<file path="src/hdl/lpmc_pkg.sv">
// package: constants, types and register map of the low-power mode controller
package lpmc_pkg;

    // ------------------------------------------------------------
    // register map (byte offsets)
    // ------------------------------------------------------------
    localparam logic [7:0] LPMC_CTRL_OFF = 8'h00;
    localparam logic [7:0] LPMC_STAT_OFF = 8'h04;
    localparam logic [7:0] LPMC_IRQS_OFF = 8'h08;
    localparam logic [7:0] LPMC_IRQM_OFF = 8'h0C;
    localparam logic [7:0] LPMC_WKEN_OFF = 8'h10;

    // ctrl fields
    localparam int CTRL_MODE_LSB = 0;
    localparam int CTRL_REGSEL_BIT = 2;
    localparam int CTRL_DRIVE_LSB = 3;
    localparam int CTRL_RTCSEL_LSB = 5;
    localparam int CTRL_ENTER_BIT = 8;
    localparam logic [31:0] CTRL_RESET = 32'h0000_0000;
    localparam logic [31:0] WKEN_RESET = 32'hFFFF_FFFF;

    // irq status bits
    localparam int IRQ_REJECT = 0;
    localparam int IRQ_WAKE = 1;
    localparam int IRQ_RTC = 2;
    localparam int IRQ_W = 3;

    // wakeup sources
    localparam int EXT_LINES = 16;
    localparam int WK_W = EXT_LINES + 4;

    // restart timing
    localparam int CLK_HZ = 20_000_000;
    localparam int OSC_START_NS = 1000;
    localparam int OSC_START_CYC =
        (OSC_START_NS * (CLK_HZ / 1_000_000) + 999) / 1000 < 1 ? 1 :
        (OSC_START_NS * (CLK_HZ / 1_000_000) + 999) / 1000;
    localparam int RST_HOLD_CYC = 4;

    // requested mode code
    typedef enum logic [1:0] {
        LPMC_REQ_RUN = 2'h0,
        LPMC_REQ_SLEEP = 2'h1,
        LPMC_REQ_STOP = 2'h2,
        LPMC_REQ_STANDBY = 2'h3
    } lpmc_req_t;

    // regulator drive
    typedef enum logic [1:0] {
        LPMC_DRV_NORMAL = 2'h0,
        LPMC_DRV_OVER = 2'h1,
        LPMC_DRV_UNDER = 2'h2,
        LPMC_DRV_BAD = 2'h3
    } lpmc_drv_t;

    // rtc source
    typedef enum logic [1:0] {
        LPMC_RTC_NONE = 2'h0,
        LPMC_RTC_EXT_LS = 2'h1,
        LPMC_RTC_INT_RC = 2'h2,
        LPMC_RTC_HS_DIV = 2'h3
    } lpmc_rtc_t;

    // controller state, one-hot
    typedef enum logic [6:0] {
        LPMC_ST_RUN = 7'h01,
        LPMC_ST_SLEEP = 7'h02,
        LPMC_ST_STOP = 7'h04,
        LPMC_ST_STANDBY = 7'h08,
        LPMC_ST_OSC_WAIT = 7'h10,
        LPMC_ST_PLL_WAIT = 7'h20,
        LPMC_ST_CORE_RST = 7'h40
    } lpmc_state_t;

    // regulator and clock outputs
    typedef struct packed {
        logic main_regulator;
        logic low_power_regulator;
        logic over_drive;
        logic under_drive;
        logic power_down;
        logic vscale_en;
        logic vmon_en;
    } lpmc_reg_ctl_t;

    typedef struct packed {
        logic cpu_clk_en;
        logic core_clk_en;
        logic pll_en;
        logic int_high_speed_rc_en;
        logic ext_high_speed_osc_en;
    } lpmc_clk_ctl_t;

    // rtc event group
    typedef struct packed {
        logic alarm;
        logic wakeup_timer;
        logic timestamp;
        logic tamper;
    } lpmc_rtc_evt_t;

endpackage

</file>
<file path="src/hdl/lpmc_top.sv">
// low-power mode controller: mode sequencing, regulator and clock control, axi4-lite regs
//
// Decided for this implementation: the AXI4-Lite register port and the address map.
`timescale 1ns/100ps
module lpmc_top
    import lpmc_pkg::*;
#(
    parameter int OSC_WAIT = OSC_START_CYC,
    parameter int RST_WAIT = RST_HOLD_CYC
) (
    input wire logic clk,
    input wire logic rst_n,
    // axi4-lite slave
    input wire logic [7:0] s_axi_awaddr,
    input wire logic s_axi_awvalid,
    output logic s_axi_awready,
    input wire logic [31:0] s_axi_wdata,
    input wire logic [3:0] s_axi_wstrb,
    input wire logic s_axi_wvalid,
    output logic s_axi_wready,
    output logic [1:0] s_axi_bresp,
    output logic s_axi_bvalid,
    input wire logic s_axi_bready,
    input wire logic [7:0] s_axi_araddr,
    input wire logic s_axi_arvalid,
    output logic s_axi_arready,
    output logic [31:0] s_axi_rdata,
    output logic [1:0] s_axi_rresp,
    output logic s_axi_rvalid,
    input wire logic s_axi_rready,
    // pins and sources
    input wire logic bypass_reg,
    input wire logic core_por_pin_n,
    input wire logic system_reset_pin_n,
    input wire logic battery_supply_mode,
    input wire logic [EXT_LINES-1:0] external_event_lines,
    input wire logic supply_level_detector,
    input wire logic usb_wakeup,
    input wire logic eth_wakeup,
    input wire logic low_power_timer,
    input wire lpmc_rtc_evt_t rtc_evt,
    input wire logic periph_irq,
    input wire logic ext_low_speed_osc,
    input wire logic int_low_speed_rc,
    input wire logic ext_high_speed_osc,
    // outputs
    output lpmc_reg_ctl_t reg_ctl,
    output lpmc_clk_ctl_t clk_ctl,
    output logic core_rst_n,
    output logic core_por_gpio_en,
    output logic debug_por_en,
    output logic rtc_clk,
    output logic rtc_run,
    output logic irq
);

    // ------------------------------------------------------------
    // parameter checks
    // ------------------------------------------------------------
    initial begin
        if (OSC_WAIT < 1 || OSC_WAIT > 65535 || RST_WAIT < 1 || RST_WAIT > 65535) begin
            $error("lpmc_top: wait counts out of range");
        end
    end

    // ------------------------------------------------------------
    // functions
    // ------------------------------------------------------------
    // allowed regulator configuration per requested mode
    function automatic logic cfg_ok(input lpmc_req_t m, input logic lpsel,
                                    input lpmc_drv_t d, input logic byp);
        logic ok;
        ok = 1'b0;
        case (m)
            LPMC_REQ_RUN, LPMC_REQ_SLEEP: ok = !lpsel && (d == LPMC_DRV_NORMAL ||
                                                          d == LPMC_DRV_OVER);
            LPMC_REQ_STOP: ok = d == LPMC_DRV_NORMAL || d == LPMC_DRV_UNDER;
            LPMC_REQ_STANDBY: ok = !byp;
            default: ok = 1'b0;
        endcase
        if (byp && d != LPMC_DRV_NORMAL) begin
            ok = 1'b0;
        end
        return ok;
    endfunction

    function automatic logic is_addr(input logic [7:0] a, input logic [7:0] off);
        return a[7:2] == off[7:2];
    endfunction

    // ------------------------------------------------------------
    // wakeup sources
    // ------------------------------------------------------------
    logic rtc_any;
    logic ext_wake_any;
    logic [WK_W-1:0] wk_vec;
    logic [31:0] wken_r;
    logic [31:0] wken_nxt;

    assign rtc_any = |rtc_evt;
    assign wk_vec = {low_power_timer, eth_wakeup | usb_wakeup, supply_level_detector,
                     rtc_any, external_event_lines};
    assign ext_wake_any = |(wk_vec & wken_r[WK_W-1:0]);

    // ------------------------------------------------------------
    // registers and bus
    // ------------------------------------------------------------
    logic [31:0] ctrl_r;
    logic [31:0] ctrl_nxt;
    logic [IRQ_W-1:0] irqs_r;
    logic [IRQ_W-1:0] irqs_nxt;
    logic [IRQ_W-1:0] irqm_r;
    logic [IRQ_W-1:0] irqm_nxt;
    logic bvalid_r;
    logic bvalid_nxt;
    logic [1:0] bresp_r;
    logic [1:0] bresp_nxt;
    logic rvalid_r;
    logic rvalid_nxt;
    logic [31:0] rdata_r;
    logic [31:0] rdata_nxt;
    logic [1:0] rresp_r;
    logic [1:0] rresp_nxt;
    logic wr_go;
    logic rd_go;
    logic enter_req;
    logic reject_evt;
    logic wake_evt;
    lpmc_state_t st_r;
    lpmc_state_t st_nxt;

    assign wr_go = s_axi_awvalid && s_axi_wvalid && !bvalid_r;
    assign rd_go = s_axi_arvalid && !rvalid_r;
    assign s_axi_awready = wr_go;
    assign s_axi_wready = wr_go;
    assign s_axi_arready = rd_go;
    assign s_axi_bvalid = bvalid_r;
    assign s_axi_bresp = bresp_r;
    assign s_axi_rvalid = rvalid_r;
    assign s_axi_rdata = rdata_r;
    assign s_axi_rresp = rresp_r;
    assign enter_req = wr_go && is_addr(s_axi_awaddr, LPMC_CTRL_OFF) &&
                       s_axi_wstrb[1] && s_axi_wdata[CTRL_ENTER_BIT];

    always_comb begin
        logic [31:0] wd;
        wd = s_axi_wdata;
        ctrl_nxt = ctrl_r;
        irqm_nxt = irqm_r;
        wken_nxt = wken_r;
        irqs_nxt = irqs_r;
        bvalid_nxt = bvalid_r && !s_axi_bready;
        bresp_nxt = bresp_r;
        rvalid_nxt = rvalid_r && !s_axi_rready;
        rdata_nxt = rdata_r;
        rresp_nxt = rresp_r;
        if (wr_go) begin
            bvalid_nxt = 1'b1;
            bresp_nxt = 2'b00;
            for (int b = 0; b < 4; b++) begin
                if (s_axi_wstrb[b]) begin
                    if (is_addr(s_axi_awaddr, LPMC_CTRL_OFF)) begin
                        ctrl_nxt[b*8 +: 8] = wd[b*8 +: 8];
                    end
                    if (is_addr(s_axi_awaddr, LPMC_WKEN_OFF)) begin
                        wken_nxt[b*8 +: 8] = wd[b*8 +: 8];
                    end
                end
            end
            if (is_addr(s_axi_awaddr, LPMC_IRQM_OFF) && s_axi_wstrb[0]) begin
                irqm_nxt = wd[IRQ_W-1:0];
            end
            if (!(is_addr(s_axi_awaddr, LPMC_CTRL_OFF) || is_addr(s_axi_awaddr, LPMC_IRQM_OFF)
                  || is_addr(s_axi_awaddr, LPMC_WKEN_OFF) || is_addr(s_axi_awaddr, LPMC_STAT_OFF)
                  || is_addr(s_axi_awaddr, LPMC_IRQS_OFF))) begin
                bresp_nxt = 2'b10;
            end
            // enter bit is a trigger, not stored
            ctrl_nxt[CTRL_ENTER_BIT] = 1'b0;
        end
        if (rd_go) begin
            rvalid_nxt = 1'b1;
            rresp_nxt = 2'b00;
            rdata_nxt = 32'h0000_0000;
            if (is_addr(s_axi_araddr, LPMC_CTRL_OFF)) begin
                rdata_nxt = ctrl_r;
            end else if (is_addr(s_axi_araddr, LPMC_STAT_OFF)) begin
                rdata_nxt = {16'h0000, st_r, bypass_reg, battery_supply_mode,
                             reg_ctl};
            end else if (is_addr(s_axi_araddr, LPMC_IRQS_OFF)) begin
                rdata_nxt[IRQ_W-1:0] = irqs_r;
                // read clears
                irqs_nxt = '0;
            end else if (is_addr(s_axi_araddr, LPMC_IRQM_OFF)) begin
                rdata_nxt[IRQ_W-1:0] = irqm_r;
            end else if (is_addr(s_axi_araddr, LPMC_WKEN_OFF)) begin
                rdata_nxt = wken_r;
            end else begin
                rresp_nxt = 2'b10;
            end
        end
        // set wins over read-clear
        if (reject_evt) begin
            irqs_nxt[IRQ_REJECT] = 1'b1;
        end
        if (wake_evt) begin
            irqs_nxt[IRQ_WAKE] = 1'b1;
        end
        if (rtc_any) begin
            irqs_nxt[IRQ_RTC] = 1'b1;
        end
    end

    always_ff @(posedge clk or negedge rst_n) begin
        if (!rst_n) begin
            ctrl_r <= CTRL_RESET;
            wken_r <= WKEN_RESET;
            irqs_r <= '0;
            irqm_r <= '0;
            bvalid_r <= 1'b0;
            bresp_r <= 2'b00;
            rvalid_r <= 1'b0;
            rdata_r <= 32'h0000_0000;
            rresp_r <= 2'b00;
        end else begin
            ctrl_r <= ctrl_nxt;
            wken_r <= wken_nxt;
            irqs_r <= irqs_nxt;
            irqm_r <= irqm_nxt;
            bvalid_r <= bvalid_nxt;
            bresp_r <= bresp_nxt;
            rvalid_r <= rvalid_nxt;
            rdata_r <= rdata_nxt;
            rresp_r <= rresp_nxt;
        end
    end

    assign irq = |(irqs_r & irqm_r);

    // ------------------------------------------------------------
    // mode sequencer
    // ------------------------------------------------------------
    lpmc_req_t req_mode;
    lpmc_drv_t req_drv;
    logic req_lp;
    logic [1:0] act_drv_r;
    logic [1:0] act_drv_nxt;
    logic act_lp_r;
    logic act_lp_nxt;
    logic [15:0] cnt_r;
    logic [15:0] cnt_nxt;
    logic lost_r;
    logic lost_nxt;

    assign req_mode = lpmc_req_t'(s_axi_wdata[CTRL_MODE_LSB +: 2]);
    assign req_drv = lpmc_drv_t'(s_axi_wdata[CTRL_DRIVE_LSB +: 2]);
    assign req_lp = s_axi_wdata[CTRL_REGSEL_BIT];

    always_comb begin
        st_nxt = st_r;
        act_drv_nxt = act_drv_r;
        act_lp_nxt = act_lp_r;
        cnt_nxt = (cnt_r != 16'h0000) ? cnt_r - 16'h0001 : 16'h0000;
        lost_nxt = lost_r;
        reject_evt = 1'b0;
        wake_evt = 1'b0;
        case (st_r)
            LPMC_ST_RUN: begin
                if (enter_req) begin
                    // bypass refuses drive modes and standby
                    if (!cfg_ok(req_mode, req_lp, req_drv, bypass_reg)) begin
                        reject_evt = 1'b1;
                    end else begin
                        act_drv_nxt = req_drv;
                        act_lp_nxt = req_lp;
                        case (req_mode)
                            LPMC_REQ_SLEEP: st_nxt = LPMC_ST_SLEEP;
                            LPMC_REQ_STOP: st_nxt = LPMC_ST_STOP;
                            LPMC_REQ_STANDBY: st_nxt = LPMC_ST_STANDBY;
                            default: st_nxt = LPMC_ST_RUN;
                        endcase
                    end
                end
            end
            LPMC_ST_SLEEP: begin
                // any peripheral event wakes the cpu
                if (periph_irq || ext_wake_any) begin
                    st_nxt = LPMC_ST_RUN;
                    wake_evt = 1'b1;
                end
            end
            LPMC_ST_STOP: begin
                if (ext_wake_any) begin
                    st_nxt = LPMC_ST_OSC_WAIT;
                    cnt_nxt = 16'(OSC_WAIT);
                    wake_evt = 1'b1;
                end
            end
            LPMC_ST_STANDBY: begin
                if (ext_wake_any) begin
                    lost_nxt = 1'b1;
                    st_nxt = LPMC_ST_OSC_WAIT;
                    cnt_nxt = 16'(OSC_WAIT);
                    wake_evt = 1'b1;
                end
            end
            LPMC_ST_OSC_WAIT: begin
                if (cnt_r == 16'h0000) begin
                    st_nxt = LPMC_ST_PLL_WAIT;
                    cnt_nxt = 16'(OSC_WAIT);
                end
            end
            LPMC_ST_PLL_WAIT: begin
                if (cnt_r == 16'h0000) begin
                    act_drv_nxt = LPMC_DRV_NORMAL;
                    act_lp_nxt = 1'b0;
                    // standby exit goes through core reset
                    if (lost_r) begin
                        st_nxt = LPMC_ST_CORE_RST;
                        cnt_nxt = 16'(RST_WAIT);
                    end else begin
                        st_nxt = LPMC_ST_RUN;
                    end
                end
            end
            LPMC_ST_CORE_RST: begin
                if (cnt_r == 16'h0000) begin
                    lost_nxt = 1'b0;
                    st_nxt = LPMC_ST_RUN;
                end
            end
            default: st_nxt = LPMC_ST_RUN;
        endcase
    end

    always_ff @(posedge clk or negedge rst_n) begin
        if (!rst_n) begin
            st_r <= LPMC_ST_RUN;
            act_drv_r <= LPMC_DRV_NORMAL;
            act_lp_r <= 1'b0;
            cnt_r <= 16'h0000;
            lost_r <= 1'b0;
        end else begin
            st_r <= st_nxt;
            act_drv_r <= act_drv_nxt;
            act_lp_r <= act_lp_nxt;
            cnt_r <= cnt_nxt;
            lost_r <= lost_nxt;
        end
    end

    // ------------------------------------------------------------
    // regulator, clock and reset outputs
    // ------------------------------------------------------------
    lpmc_reg_ctl_t reg_nxt;
    lpmc_clk_ctl_t clk_nxt;
    logic core_rst_nxt;
    logic rtc_run_nxt;
    logic [4:0] hs_div_r;
    logic [4:0] hs_div_nxt;
    logic rtc_clk_nxt;
    lpmc_rtc_t rtc_sel;

    assign rtc_sel = lpmc_rtc_t'(ctrl_r[CTRL_RTCSEL_LSB +: 2]);

    always_comb begin
        logic in_stop;
        logic in_stby;
        in_stop = st_r == LPMC_ST_STOP;
        in_stby = st_r == LPMC_ST_STANDBY;
        reg_nxt.main_regulator = !in_stby && !(in_stop && act_lp_r) && !bypass_reg;
        reg_nxt.low_power_regulator = in_stop && act_lp_r && !bypass_reg;
        reg_nxt.over_drive = act_drv_r == LPMC_DRV_OVER && !bypass_reg && !in_stby;
        reg_nxt.under_drive = act_drv_r == LPMC_DRV_UNDER && in_stop && !bypass_reg;
        reg_nxt.power_down = in_stby;
        reg_nxt.vscale_en = !bypass_reg;
        reg_nxt.vmon_en = !bypass_reg;
        // sleep gates only the cpu clock
        clk_nxt.cpu_clk_en = st_r == LPMC_ST_RUN;
        // stop gates core clocks, pll and oscillators
        clk_nxt.core_clk_en = !(in_stop || in_stby || st_r == LPMC_ST_OSC_WAIT ||
                                st_r == LPMC_ST_PLL_WAIT);
        clk_nxt.pll_en = !(in_stop || in_stby || st_r == LPMC_ST_OSC_WAIT);
        clk_nxt.int_high_speed_rc_en = !(in_stop || in_stby);
        clk_nxt.ext_high_speed_osc_en = !(in_stop || in_stby);
        // bypass: core por pin resets the core domain
        core_rst_nxt = system_reset_pin_n && !in_stby && st_r != LPMC_ST_CORE_RST &&
                       !(bypass_reg && !core_por_pin_n);
        // battery mode keeps only the external low-speed source
        rtc_run_nxt = (rtc_sel == LPMC_RTC_EXT_LS) ||
                      (rtc_sel == LPMC_RTC_INT_RC && !battery_supply_mode) ||
                      (rtc_sel == LPMC_RTC_HS_DIV && !battery_supply_mode &&
                       clk_nxt.ext_high_speed_osc_en);
        hs_div_nxt = hs_div_r + 5'h01;
        // rtc clock source select, high-speed divided by 32
        case (rtc_sel)
            LPMC_RTC_EXT_LS: rtc_clk_nxt = ext_low_speed_osc;
            LPMC_RTC_INT_RC: rtc_clk_nxt = int_low_speed_rc;
            LPMC_RTC_HS_DIV: rtc_clk_nxt = hs_div_r[4];
            default: rtc_clk_nxt = 1'b0;
        endcase
    end

    // divider counts edges of the high-speed clock, sampled as a level
    logic hs_q_r;
    always_ff @(posedge clk or negedge rst_n) begin
        if (!rst_n) begin
            reg_ctl <= '0;
            clk_ctl <= '0;
            core_rst_n <= 1'b0;
            rtc_run <= 1'b0;
            rtc_clk <= 1'b0;
            hs_div_r <= 5'h00;
            hs_q_r <= 1'b0;
        end else begin
            reg_ctl <= reg_nxt;
            clk_ctl <= clk_nxt;
            core_rst_n <= core_rst_nxt;
            rtc_run <= rtc_run_nxt;
            rtc_clk <= rtc_clk_nxt;
            hs_q_r <= ext_high_speed_osc;
            hs_div_r <= (ext_high_speed_osc && !hs_q_r) ? hs_div_nxt : hs_div_r;
        end
    end

    // bypass removes general i/o use of the core por pin
    assign core_por_gpio_en = !bypass_reg;
    // in bypass, debug under reset only while core por pin is high
    assign debug_por_en = !(bypass_reg && !core_por_pin_n);

endmodule

</file>
<file path="config.mk">
export PLATFORM = sky130hd
export DESIGN_NAME = lpmc_top
export DESIGN_NICKNAME = d
export VERILOG_FILES = /design/src/hdl/lpmc_pkg.sv /design/src/hdl/lpmc_top.sv
export SDC_FILE = /design/constraint.sdc
export NUM_CORES = 1
export LEC_CHECK = 0
export BUFFER_PORTS_ARGS = -buffer_cell sky130_fd_sc_hd__buf_2
export CORE_MARGIN = 8
export CORE_UTILIZATION = 40
export CTS_BUF_LIST = sky130_fd_sc_hd__clkbuf_8
export CTS_CLUSTER_DIAMETER = 80
export DETAILED_ROUTE_END_ITERATION = 8
export PLACE_DENSITY = 0.74
export SETUP_SLACK_MARGIN = 0.02
export SLEW_MARGIN = 20
export SYNTH_ARGS = -nofsm -noshare
export SYNTH_HDL_FRONTEND = slang
export SYNTH_SLANG_ARGS = --single-unit
</file>
<file path="constraint.sdc">
create_clock -name clk -period 6.29 [get_ports clk]
set_clock_uncertainty 0.05 [all_clocks]
set_input_delay 1.258 -clock clk [delete_from_list [all_inputs] [get_ports clk]]
set_output_delay 1.258 -clock clk [all_outputs]
set_load 0.02 [all_outputs]
</file>
==> results.json, run 1 <==
{
  "ys_warn_count": 0,
  "setup.worst_path.start": "s_axi_araddr[7]",
  "hp-start": "cnt_r[0]$_DFF_PN0_",
  "detail_route.wl_per_cell_um": 18.8,
  "detailed_place_hpwl_um": 13500,
  "antenna_found_initial": 6,
  "power_switching_w": 0.000599,
  "setup.worst_path.class": "in2reg",
  "crit_path_start_kind": "input port",
  "maximum_capacitance_violations": 0,
  "synth_top_area_share_pct": 43.4,
  "grt_first_pass_wirelength_um": 29100,
  "fraction_of_layout_cells_with_a_size_suffix_above_1_pct": 39.7,
  "cts_tree": "built",
  "critical_path_peak_fanout": 16,
  "cts_buffer_depth": 2,
  "initial_core_util_pct": 41.0,
  "synth-seq-cells": 151,
  "core_area_um2": 16600,
  "post_layout_nonfiller_instances": 972,
  "number_of_distinct_library_cell_variants_in_the_gate_level_netlist_after_synthesis": 64,
  "finalNetCount": 828,
  "combPwrFrac_pct": 12.8,
  "finalSetupViolCount": 0,
  "postSynth.topFlopCell": "dfrtp_1",
  "post-synth-top-area-cell": "dfrtp_1",
  "synth-edff-count": 0,
  "post_route_drc": 0,
  "sequentialPowerShare_pct": 51.8,
  "clock_share_of_power_pct": 35.4,
  "finalWorstPathRequiredPeriod_ns": 3.72,
  "io-pin-count": 150,
  "area.sequential_um2": 3820,
  "cell_internal_pwr_w": 0.00149,
  "period_share_pct": 59.2,
  "drt-total-wl_um": 18200,
  "p_per_area_nw_per_um2": 258,
  "vias": 5224,
  "vdd_drop_max_mv": 0.149,
  "grtUsageTotal_pct": 17.2,
  "netlist_instances": 598,
  "combined_area_of_the_multi_input_logic_cells_um2": 2780,
  "globalRouteOverflowTotal": 0,
  "clock_pin_slew_reported_for_the_worst_setup_and_hold_paths_after_clock_tree_synthesis_ns": 0.09,
  "die_area_um2": 21400,
  "clock_tree.root_cell": "clkbuf_8",
  "crit_path_cell_trace": "buf_2 -> nor4_1 -> and2b_1 -> and2_0 -> a221oi_1 -> nor2_1",
  "leakagePower_nw": 3.83,
  "first_global_vias": 5431,
  "tns_ns": 0,
  "maxClockFrequency_mhz": 269,
  "run_status": "finished clean",
  "synth-async-reset-ratio_pct": 100,
  "critPathBufInv": 1,
  "worst_path_max_delay_cell": "nor4_1",
  "cts-buffers-inserted": 17,
  "worst_setup_slack_for_register_to_register_paths_ns": 3.87,
  "cpPeakStageDelay_ns": 0.91,
  "yosys.cell_count.top_type": "dfrtp_1",
  "cp.arrival_ns": 4.06,
  "placement.io_buffers": 143,
  "final_estimated_routing_congestion_in_global_placement": 0.871,
  "worstReg2RegStart": "st_r[5]$_DFFE_PN0P_",
  "drt-vias-per-instance": 5.37,
  "core.rowCount": 47,
  "synth.top_cells.by_count": "dfrtp_1 (118), mux2_2 (69), nor2_1 (65)",
  "ant_nets": 0,
  "p_sw_share_pct": 28.6,
  "critical_path_required_ns": 6.63,
  "setup_slack_ns": 2.57,
  "postCtsSetupBuffers": 0,
  "area_growth_syn_to_layout_pct": 19.1,
  "drtIter0Drc": 328,
  "hold_path.class": "reg2reg",
  "cpLargestDelayFamily": "simple AND/OR/NAND/NOR gates",
  "synth.cell_area_um2": 6800,
  "numClockSinks": 151,
  "dpl.cell_count": 936,
  "yosysSeqAreaShare_pct": 56.2,
  "worst_slew_margin_rel_pct": 27.6,
  "synth.avg_cell_area_um2": 11.4,
  "worst_slew_pin_slew_ns": 1.08,
  "worst_setup_path_end_kind": "flip-flop",
  "clk-insertion-delay-late_ns": 0.45,
  "dieHeight_um": 146,
  "rsz0062_at_grt": "false",
  "placement.setup.worst_slack_ns": 2.12,
  "synth.area.top_cells": "dfrtp_1 (43%), dfstp_2 (13%), mux2_2 (11%)",
  "largest_net_degree_at_the_start_of_global_routing": 78,
  "maxSlewViolCount": 0,
  "cts.hold.buffers_added": 0,
  "chipWidth_um": 146,
  "filler_cell_count": 1515,
  "post_cts_resize_count": 0,
  "drt_pass1_iterations": 5,
  "timing_hold_violations_final": 0,
  "hold_ws_ns": 0.410,
  "htreeDepth": 4
}
-- sequential cells by signal, summed over array words and instances (netlist names), 2 cells and up --
register	cells
act_drv_r	2
reg_ctl	6
st_r	7
wken_r	32
cnt_r	16
irqm_r	3
ctrl_r	31
irqs_r	3
s_axi_rdata	32
hs_div_r	5
clk_ctl	4
-- cell usage in the layout, fill, tap and decap left out, types with 6 or more instances in the layout --
| cell | netlist | final |
|---|---|---|
| buf_2 | 3 | 142 |
| dfrtp_1 | 118 | 118 |
| mux2_2 | 69 | 69 |
| nor2_1 | 65 | 65 |
| nand2_1 | 48 | 47 |
| o21ai_0 | 42 | 42 |
| dfstp_2 | 33 | 33 |
| a221oi_1 | 20 | 20 |
| clkbuf_8 | 0 | 19 |
| nand3_1 | 14 | 14 |
| inv_1 | 14 | 14 |
| xnor2_1 | 12 | 12 |
| a22o_1 | 9 | 9 |
| nor3_1 | 9 | 9 |
| a21oi_1 | 9 | 9 |
| a21o_1 | 7 | 7 |
| a22oi_1 | 7 | 7 |
| o2bb2ai_1 | 6 | 6 |
| mux2i_1 | 6 | 6 |
| xor2_1 | 6 | 6 |
| nor4_1 | 7 | 6 |
| inv_6 | 0 | 6 |
-- logic make-up after synthesis --
group	synth area share, %
AOI/OAI and AO/OA	12.1
and+or+nand+nor	13.3
muxes	12.6
buffers and inverters	3.09
xor gates and xnor gates	2.32
other	0.0551
DFF	56.2
adders and majority gates	0.368
-- stage by stage --
step                instance area (um2)  total power (W)  utilization, %
floorplan                          6810          0.00125               -
global placement                   7690          0.00137            46.4
detailed placement                 7690          0.00137            46.4
CTS                                8090          0.00211            48.8
global route                       8100          0.00219            48.8
finish                             8100          0.00209            48.8
-- cell type report --
type	count	area share, %
Antenna cell	4	0.124
Inverter	15	0.695
Clock inverter	13	1.65
Sequential cell	151	47.2
Tap cell	220	3.40
Timing Repair Buffer	148	9.38
Clock buffer	19	3.23
Multi-Input combinational cell	402	34.4
-- layer usage --
metal	vias up	global-route usage, %	routed length, um
met5	-	0	23
li1	2426	-	-
met1	2601	21.0	7650
met3	30	5.28	1250
met2	163	27.7	8940
met4	4	7.47	386
-- final timing paths --
kind	endpoint	depth (start not counted)
worst max register to register	cnt_r[7]$_DFF_PN0_	6
worst min-delay path	cnt_r[0]$_DFF_PN0_	1
max in group asynchronous	ctrl_r[11]$_DFFE_PN0P_	2
worst max-delay path	s_axi_rdata[19]$_DFFE_PN0P_	6
worst min register to register	cnt_r[0]$_DFF_PN0_	1
min in group asynchronous	hs_q_r$_DFF_PN0_	1
-- power by group through the flow --
stage,Sequential [W],Clock [W],Combinational [W]
2_1_floorplan,0.00113,0,0.000114
3_3_place_gp,0.00110,0,0.000266
3_5_place_dp,0.00110,0,0.000272
4_1_cts,0.00108,0.000758,0.000272
5_1_grt,0.00109,0.000798,0.000298
6_report,0.00108,0.000741,0.000267
No activity file was read; power rests on OpenSTA's default activity.
==> run 2, diff against run 1 <==
clock period = 3.8 ns   (was 6.29 ns; I/O delays follow)
==> results.json, run 2 (synthesis gave the netlist of run 1 again) <==
{
  "run_status": "finished clean",
  "area_growth_syn_to_layout_pct": 19.8,
  "initial_core_util_pct": 41.0,
  "maxSlewViolCount": 0,
  "finalNetCount": 834,
  "ant_nets": 0,
  "placement.setup.worst_slack_ns": 0.726,
  "worst_setup_path_end_kind": "flip-flop",
  "detail_route.wl_per_cell_um": 18.6,
  "largest_net_degree_at_the_start_of_global_routing": 72,
  "leakagePower_nw": 3.87,
  "core_area_um2": 16600,
  "period_share_pct": 69.7,
  "tns_ns": 0,
  "clock_pin_slew_reported_for_the_worst_setup_and_hold_paths_after_clock_tree_synthesis_ns": 0.08,
  "post_route_drc": 0,
  "drtIter0Drc": 288,
  "clk-insertion-delay-late_ns": 0.44,
  "setup.worst_path.class": "in2reg",
  "cp.arrival_ns": 2.92,
  "setup_slack_ns": 1.15,
  "commonest_non_fill_non_tap_cell_in_the_layout": "buf_2",
  "fraction_of_layout_cells_with_a_size_suffix_above_1_pct": 39.7,
  "grtUsageTotal_pct": 17.2,
  "critical_path_peak_fanout": 9,
  "drt-vias-per-instance": 5.37,
  "global_route.usage.met3_pct": 5.50,
  "htreeDepth": 4,
  "design_power_total_w": 0.00345,
  "grt_first_pass_wirelength_um": 29100,
  "numClockSinks": 151,
  "met2_usage_pct": 26.7,
  "hold_ws_ns": 0.273,
  "hold_path.class": "in2async",
  "dieHeight_um": 146,
  "critical_path_required_ns": 4.07,
  "grt-busiest-layer": "met2",
  "antenna_found_initial": 7,
  "crit_path_start_kind": "input port",
  "finalWorstPathRequiredPeriod_ns": 2.65,
  "detailed_place_hpwl_um": 13600,
  "rsz0062_at_grt": "false",
  "timing_hold_violations_final": 0,
  "cts.hold.buffers_added": 0,
  "met1_usage_pct": 21.8,
  "final_estimated_routing_congestion_in_global_placement": 0.863,
  "postCtsSetupBuffers": 0,
  "io-pin-count": 150,
  "vdd_drop_max_mv": 0.223,
  "worst_setup_slack_for_register_to_register_paths_ns": 1.38,
  "filler_cell_count": 1529,
  "post_cts_resize_count": 0,
  "worst_slew_pin_slew_ns": 0.663,
  "drt-total-wl_um": 18200,
  "post_layout_inst_area_um2": 8150,
  "first_global_vias": 5414,
  "cts-buffers-inserted": 17,
  "chipWidth_um": 146,
  "p_per_area_nw_per_um2": 423,
  "maxClockFrequency_mhz": 377,
  "vias": 5255,
  "worst_slew_margin_rel_pct": 55.8,
  "maximum_capacitance_violations": 0,
  "cts_buffer_depth": 2,
  "placement.io_buffers": 143,
  "die_area_um2": 21400,
  "core.rowCount": 47,
  "drt_pass1_iterations": 4,
  "clock_tree.root_cell": "clkbuf_8",
  "globalRouteOverflowTotal": 0,
  "finalSetupViolCount": 0,
  "final_cell_mix": "buf_2 (142), dfrtp_1 (118), mux2_2 (69), nor2_1 (65), nand2_1 (47)",
  "placed_area_um2": 7740,
  "cts_tree": "built"
}
run 2: changes by cell type in the layout (fill, tap and decap cells not counted), sizes merged:
cell,before,now
bufinv,1,2
buf,148,154
diode,4,5
clkinvlp,2,3
inv,22,20
run 2: through the flow:
step                util (%)  cells
CTS                     49.0    974
finish                  49.1    979
global route            49.1    979
global placement        46.7    942
floorplan                  -    599
detailed placement      46.7    942
run 2: final cells by class:
cell class / instances / area (um2) / share of cell area, %
clock buffers: 19 / 262 / 3.21
repair buffers: 154 / 805 / 9.88
multi-input cells: 402 / 2780 / 34.2
well taps: 220 / 275 / 3.38
clock inverters: 13 / 133 / 1.63
flip-flops and latches: 151 / 3820 / 46.9
diodes: 5 / 12.5 / 0.154
inverters: 15 / 56.3 / 0.691
run 2: path summary, 6_finish.rpt:
path	from	cells after the start	end
max in group asynchronous	rst_n	2	wken_r[13]$_DFFE_PN1P_
min in group clk	ext_high_speed_osc	1	hs_q_r$_DFF_PN0_
setup / recovery	s_axi_awaddr[5]	7	act_drv_r[1]$_DFFE_PN0P_
hold / removal	rst_n	1	hs_q_r$_DFF_PN0_
hold reg to reg	cnt_r[0]$_DFF_PN0_	1	cnt_r[0]$_DFF_PN0_
setup reg to reg	s_axi_bvalid$_DFF_PN0_	7	act_drv_r[1]$_DFFE_PN0P_
run 2: report_power, final:
part	internal (W)	switching, W
logic	0.000175	0.000272
registers	0.00173	0.0000692
clock network	0.000615	0.000590
run 2: routing by layer:
layer | share of wire [%] | vias up
li1 | - | 2439
met1 | 42 | 2618
met2 | 48 | 169
met3 | 7.9 | 25
met4 | 2.1 | 4
met5 | 0.12 | -
run 2: critical path: stages:
cell and delay (ns):
buf_2 0.11, nor4_1 0.42, and2_1 0.33, nand3_2 0.30
nor3b_2 0.44, mux2_2 0.39, a22o_1 0.18
==> run 3, diff against run 2 <==
clock period = 2.59 ns   (was 3.8 ns; I/O delays follow)
==> results.json, run 3 (synthesis gave the netlist of run 1 again) <==
{
  "hp-start": "ext_high_speed_osc",
  "worst_slew_margin_rel_pct": 64.0,
  "commonest_non_fill_non_tap_cell_in_the_layout": "buf_2",
  "cts_tree": "built",
  "rsz0062_at_grt": "false",
  "maximum_capacitance_violations": 0,
  "worst_setup_slack_for_register_to_register_paths_ns": 0.22,
  "worst_slew_pin_slew_ns": 0.540,
  "post_cts_resize_count": 0,
  "filler_cell_count": 1516,
  "tns_ns": 0,
  "finalNetCount": 851,
  "largest_net_degree_at_the_start_of_global_routing": 57,
  "placement.io_buffers": 143,
  "worstHoldPathCells": 1,
  "maxSlewViolCount": 0,
  "numClockSinks": 151,
  "cp.arrival_ns": 2.67,
  "setup_slack_ns": 0.215,
  "final_estimated_routing_congestion_in_global_placement": 0.853,
  "detail_route.wl_per_cell_um": 18.4,
  "clk-insertion-delay-late_ns": 0.46,
  "final_cell_mix": "buf_2 (142), dfrtp_1 (118), mux2_2 (69), nor2_1 (65), nand2_1 (47)",
  "core_area_um2": 16600,
  "initial_core_util_pct": 41.0,
  "die_area_um2": 21400,
  "maxClockFrequency_mhz": 421,
  "finalWorstPathRequiredPeriod_ns": 2.37,
  "drtIter0Drc": 264,
  "finalSetupViolCount": 0,
  "crit-reg2reg-capture": "act_drv_r[0]$_DFFE_PN0P_",
  "htreeDepth": 4,
  "dieHeight_um": 146,
  "core.rowCount": 47,
  "period_share_pct": 91.7,
  "drt-total-wl_um": 18300,
  "detailed_place_hpwl_um": 13900,
  "ant_nets": 0,
  "drt-vias-per-instance": 5.30,
  "worst_setup_path_end_kind": "flip-flop",
  "p_per_area_nw_per_um2": 617,
  "grt_first_pass_wirelength_um": 28900,
  "critical_path_required_ns": 2.88,
  "leakagePower_nw": 3.96,
  "chipWidth_um": 146,
  "area_growth_syn_to_layout_pct": 22.3,
  "vdd_drop_max_mv": 0.355,
  "util_after_layout_pct": 50.2,
  "r2r.worst_path.cells": 6,
  "grtUsageTotal_pct": 17.2,
  "cts-buffers-inserted": 17,
  "io-pin-count": 150,
  "placed_area_um2": 7890,
  "hold_path.class": "in2reg",
  "run_status": "finished clean",
  "vias": 5272,
  "placement.setup.worst_slack_ns": 0.216,
  "fraction_of_layout_cells_with_a_size_suffix_above_1_pct": 41.4,
  "antenna_found_initial": 5,
  "min_delay_worst_endpoint": "hs_q_r$_DFF_PN0_",
  "timing_hold_violations_final": 0,
  "post_route_drc": 0,
  "clock_pin_slew_reported_for_the_worst_setup_and_hold_paths_after_clock_tree_synthesis_ns": 0.09,
  "post_layout_inst_area_um2": 8320,
  "cts_buffer_depth": 2,
  "globalRouteOverflowTotal": 0,
  "setup.worst_path.class": "reg2reg",
  "clock_tree.root_cell": "clkbuf_8",
  "worstReg2RegStart": "cnt_r[10]$_DFF_PN0_",
  "first_global_vias": 5354,
  "crit_path_start_kind": "flip-flop",
  "drt_pass1_iterations": 5,
  "critical_path_peak_fanout": 6
}
==> run 3: worst max-delay path: stages (launching register included) <==
cell	delay (ns)
dfrtp_1	0.40
or4_4	0.55
or3_4	0.36
or3_1	0.46
nand2_4	0.13
o21ai_2	0.08
a22o_1	0.23
==> run 3: how the worst max path moves through the flow <==
stage          cells past startpoint  slack [ns]                     from                  endpoint
6_report                           6        0.22      cnt_r[10]$_DFF_PN0_  act_drv_r[0]$_DFFE_PN0P_
5_1_grt                            6        0.12      cnt_r[10]$_DFF_PN0_      act_lp_r$_DFFE_PN0P_
4_1_cts                            6        0.21      cnt_r[10]$_DFF_PN0_  act_drv_r[0]$_DFFE_PN0P_
3_5_place_dp                       7        0.22               bypass_reg  act_drv_r[0]$_DFFE_PN0P_
3_3_place_gp                       7        0.23  external_event_lines[3]       st_r[6]$_DFFE_PN0P_
2_1_floorplan                      7        0.26          s_axi_awaddr[5]  act_drv_r[0]$_DFFE_PN0P_
==> run 3: layout make-up <==
type	count	area, um2	area share (%)
Antenna cell	4	10.0	0.120
Tap cell	220	275	3.31
Inverter	15	56.3	0.677
Timing Repair Buffer	171	960	11.5
Sequential cell	151	3820	45.9
Clock buffer	17	234	2.81
Multi-Input combinational cell	402	2780	33.5
Clock inverter	15	179	2.15
==> run 3: layer usage <==
metal  part of all wire (%)  global-route usage [%]  up-vias
li1                       -                       -     2480
met5                  0.071                       0        -
met3                    6.6                    5.07       24
met1                     43                    21.3     2600
met4                    2.1                    7.42        2
met2                     49                    27.4      166
==> run 3: power by group <==
group	total, W	switching, W	internal (W)
Combinational	0.000666	0.000400	0.000267
Sequential	0.00263	0.000100	0.00253
Clock	0.00183	0.00101	0.000822
Total	0.00513	0.00151	0.00362
==> run 3: timing repair <==
| item | CTS | global route |
|---|---|---|
| setup buffers | 0 | 0 |
| hold endpoints to repair | 45 | 0 |
| hold buffers | 1 | 0 |
==> run 3: through the flow <==
step	hold WS (ns)	instances	total power, W
2_1_floorplan	0.172	599	0.00303
3_3_place_gp	0.396	958	0.00333
3_5_place_dp	0.398	958	0.00335
4_1_cts	0.142	991	0.00519
5_1_grt	0.137	995	0.00538
6_report	0.183	995	0.00513
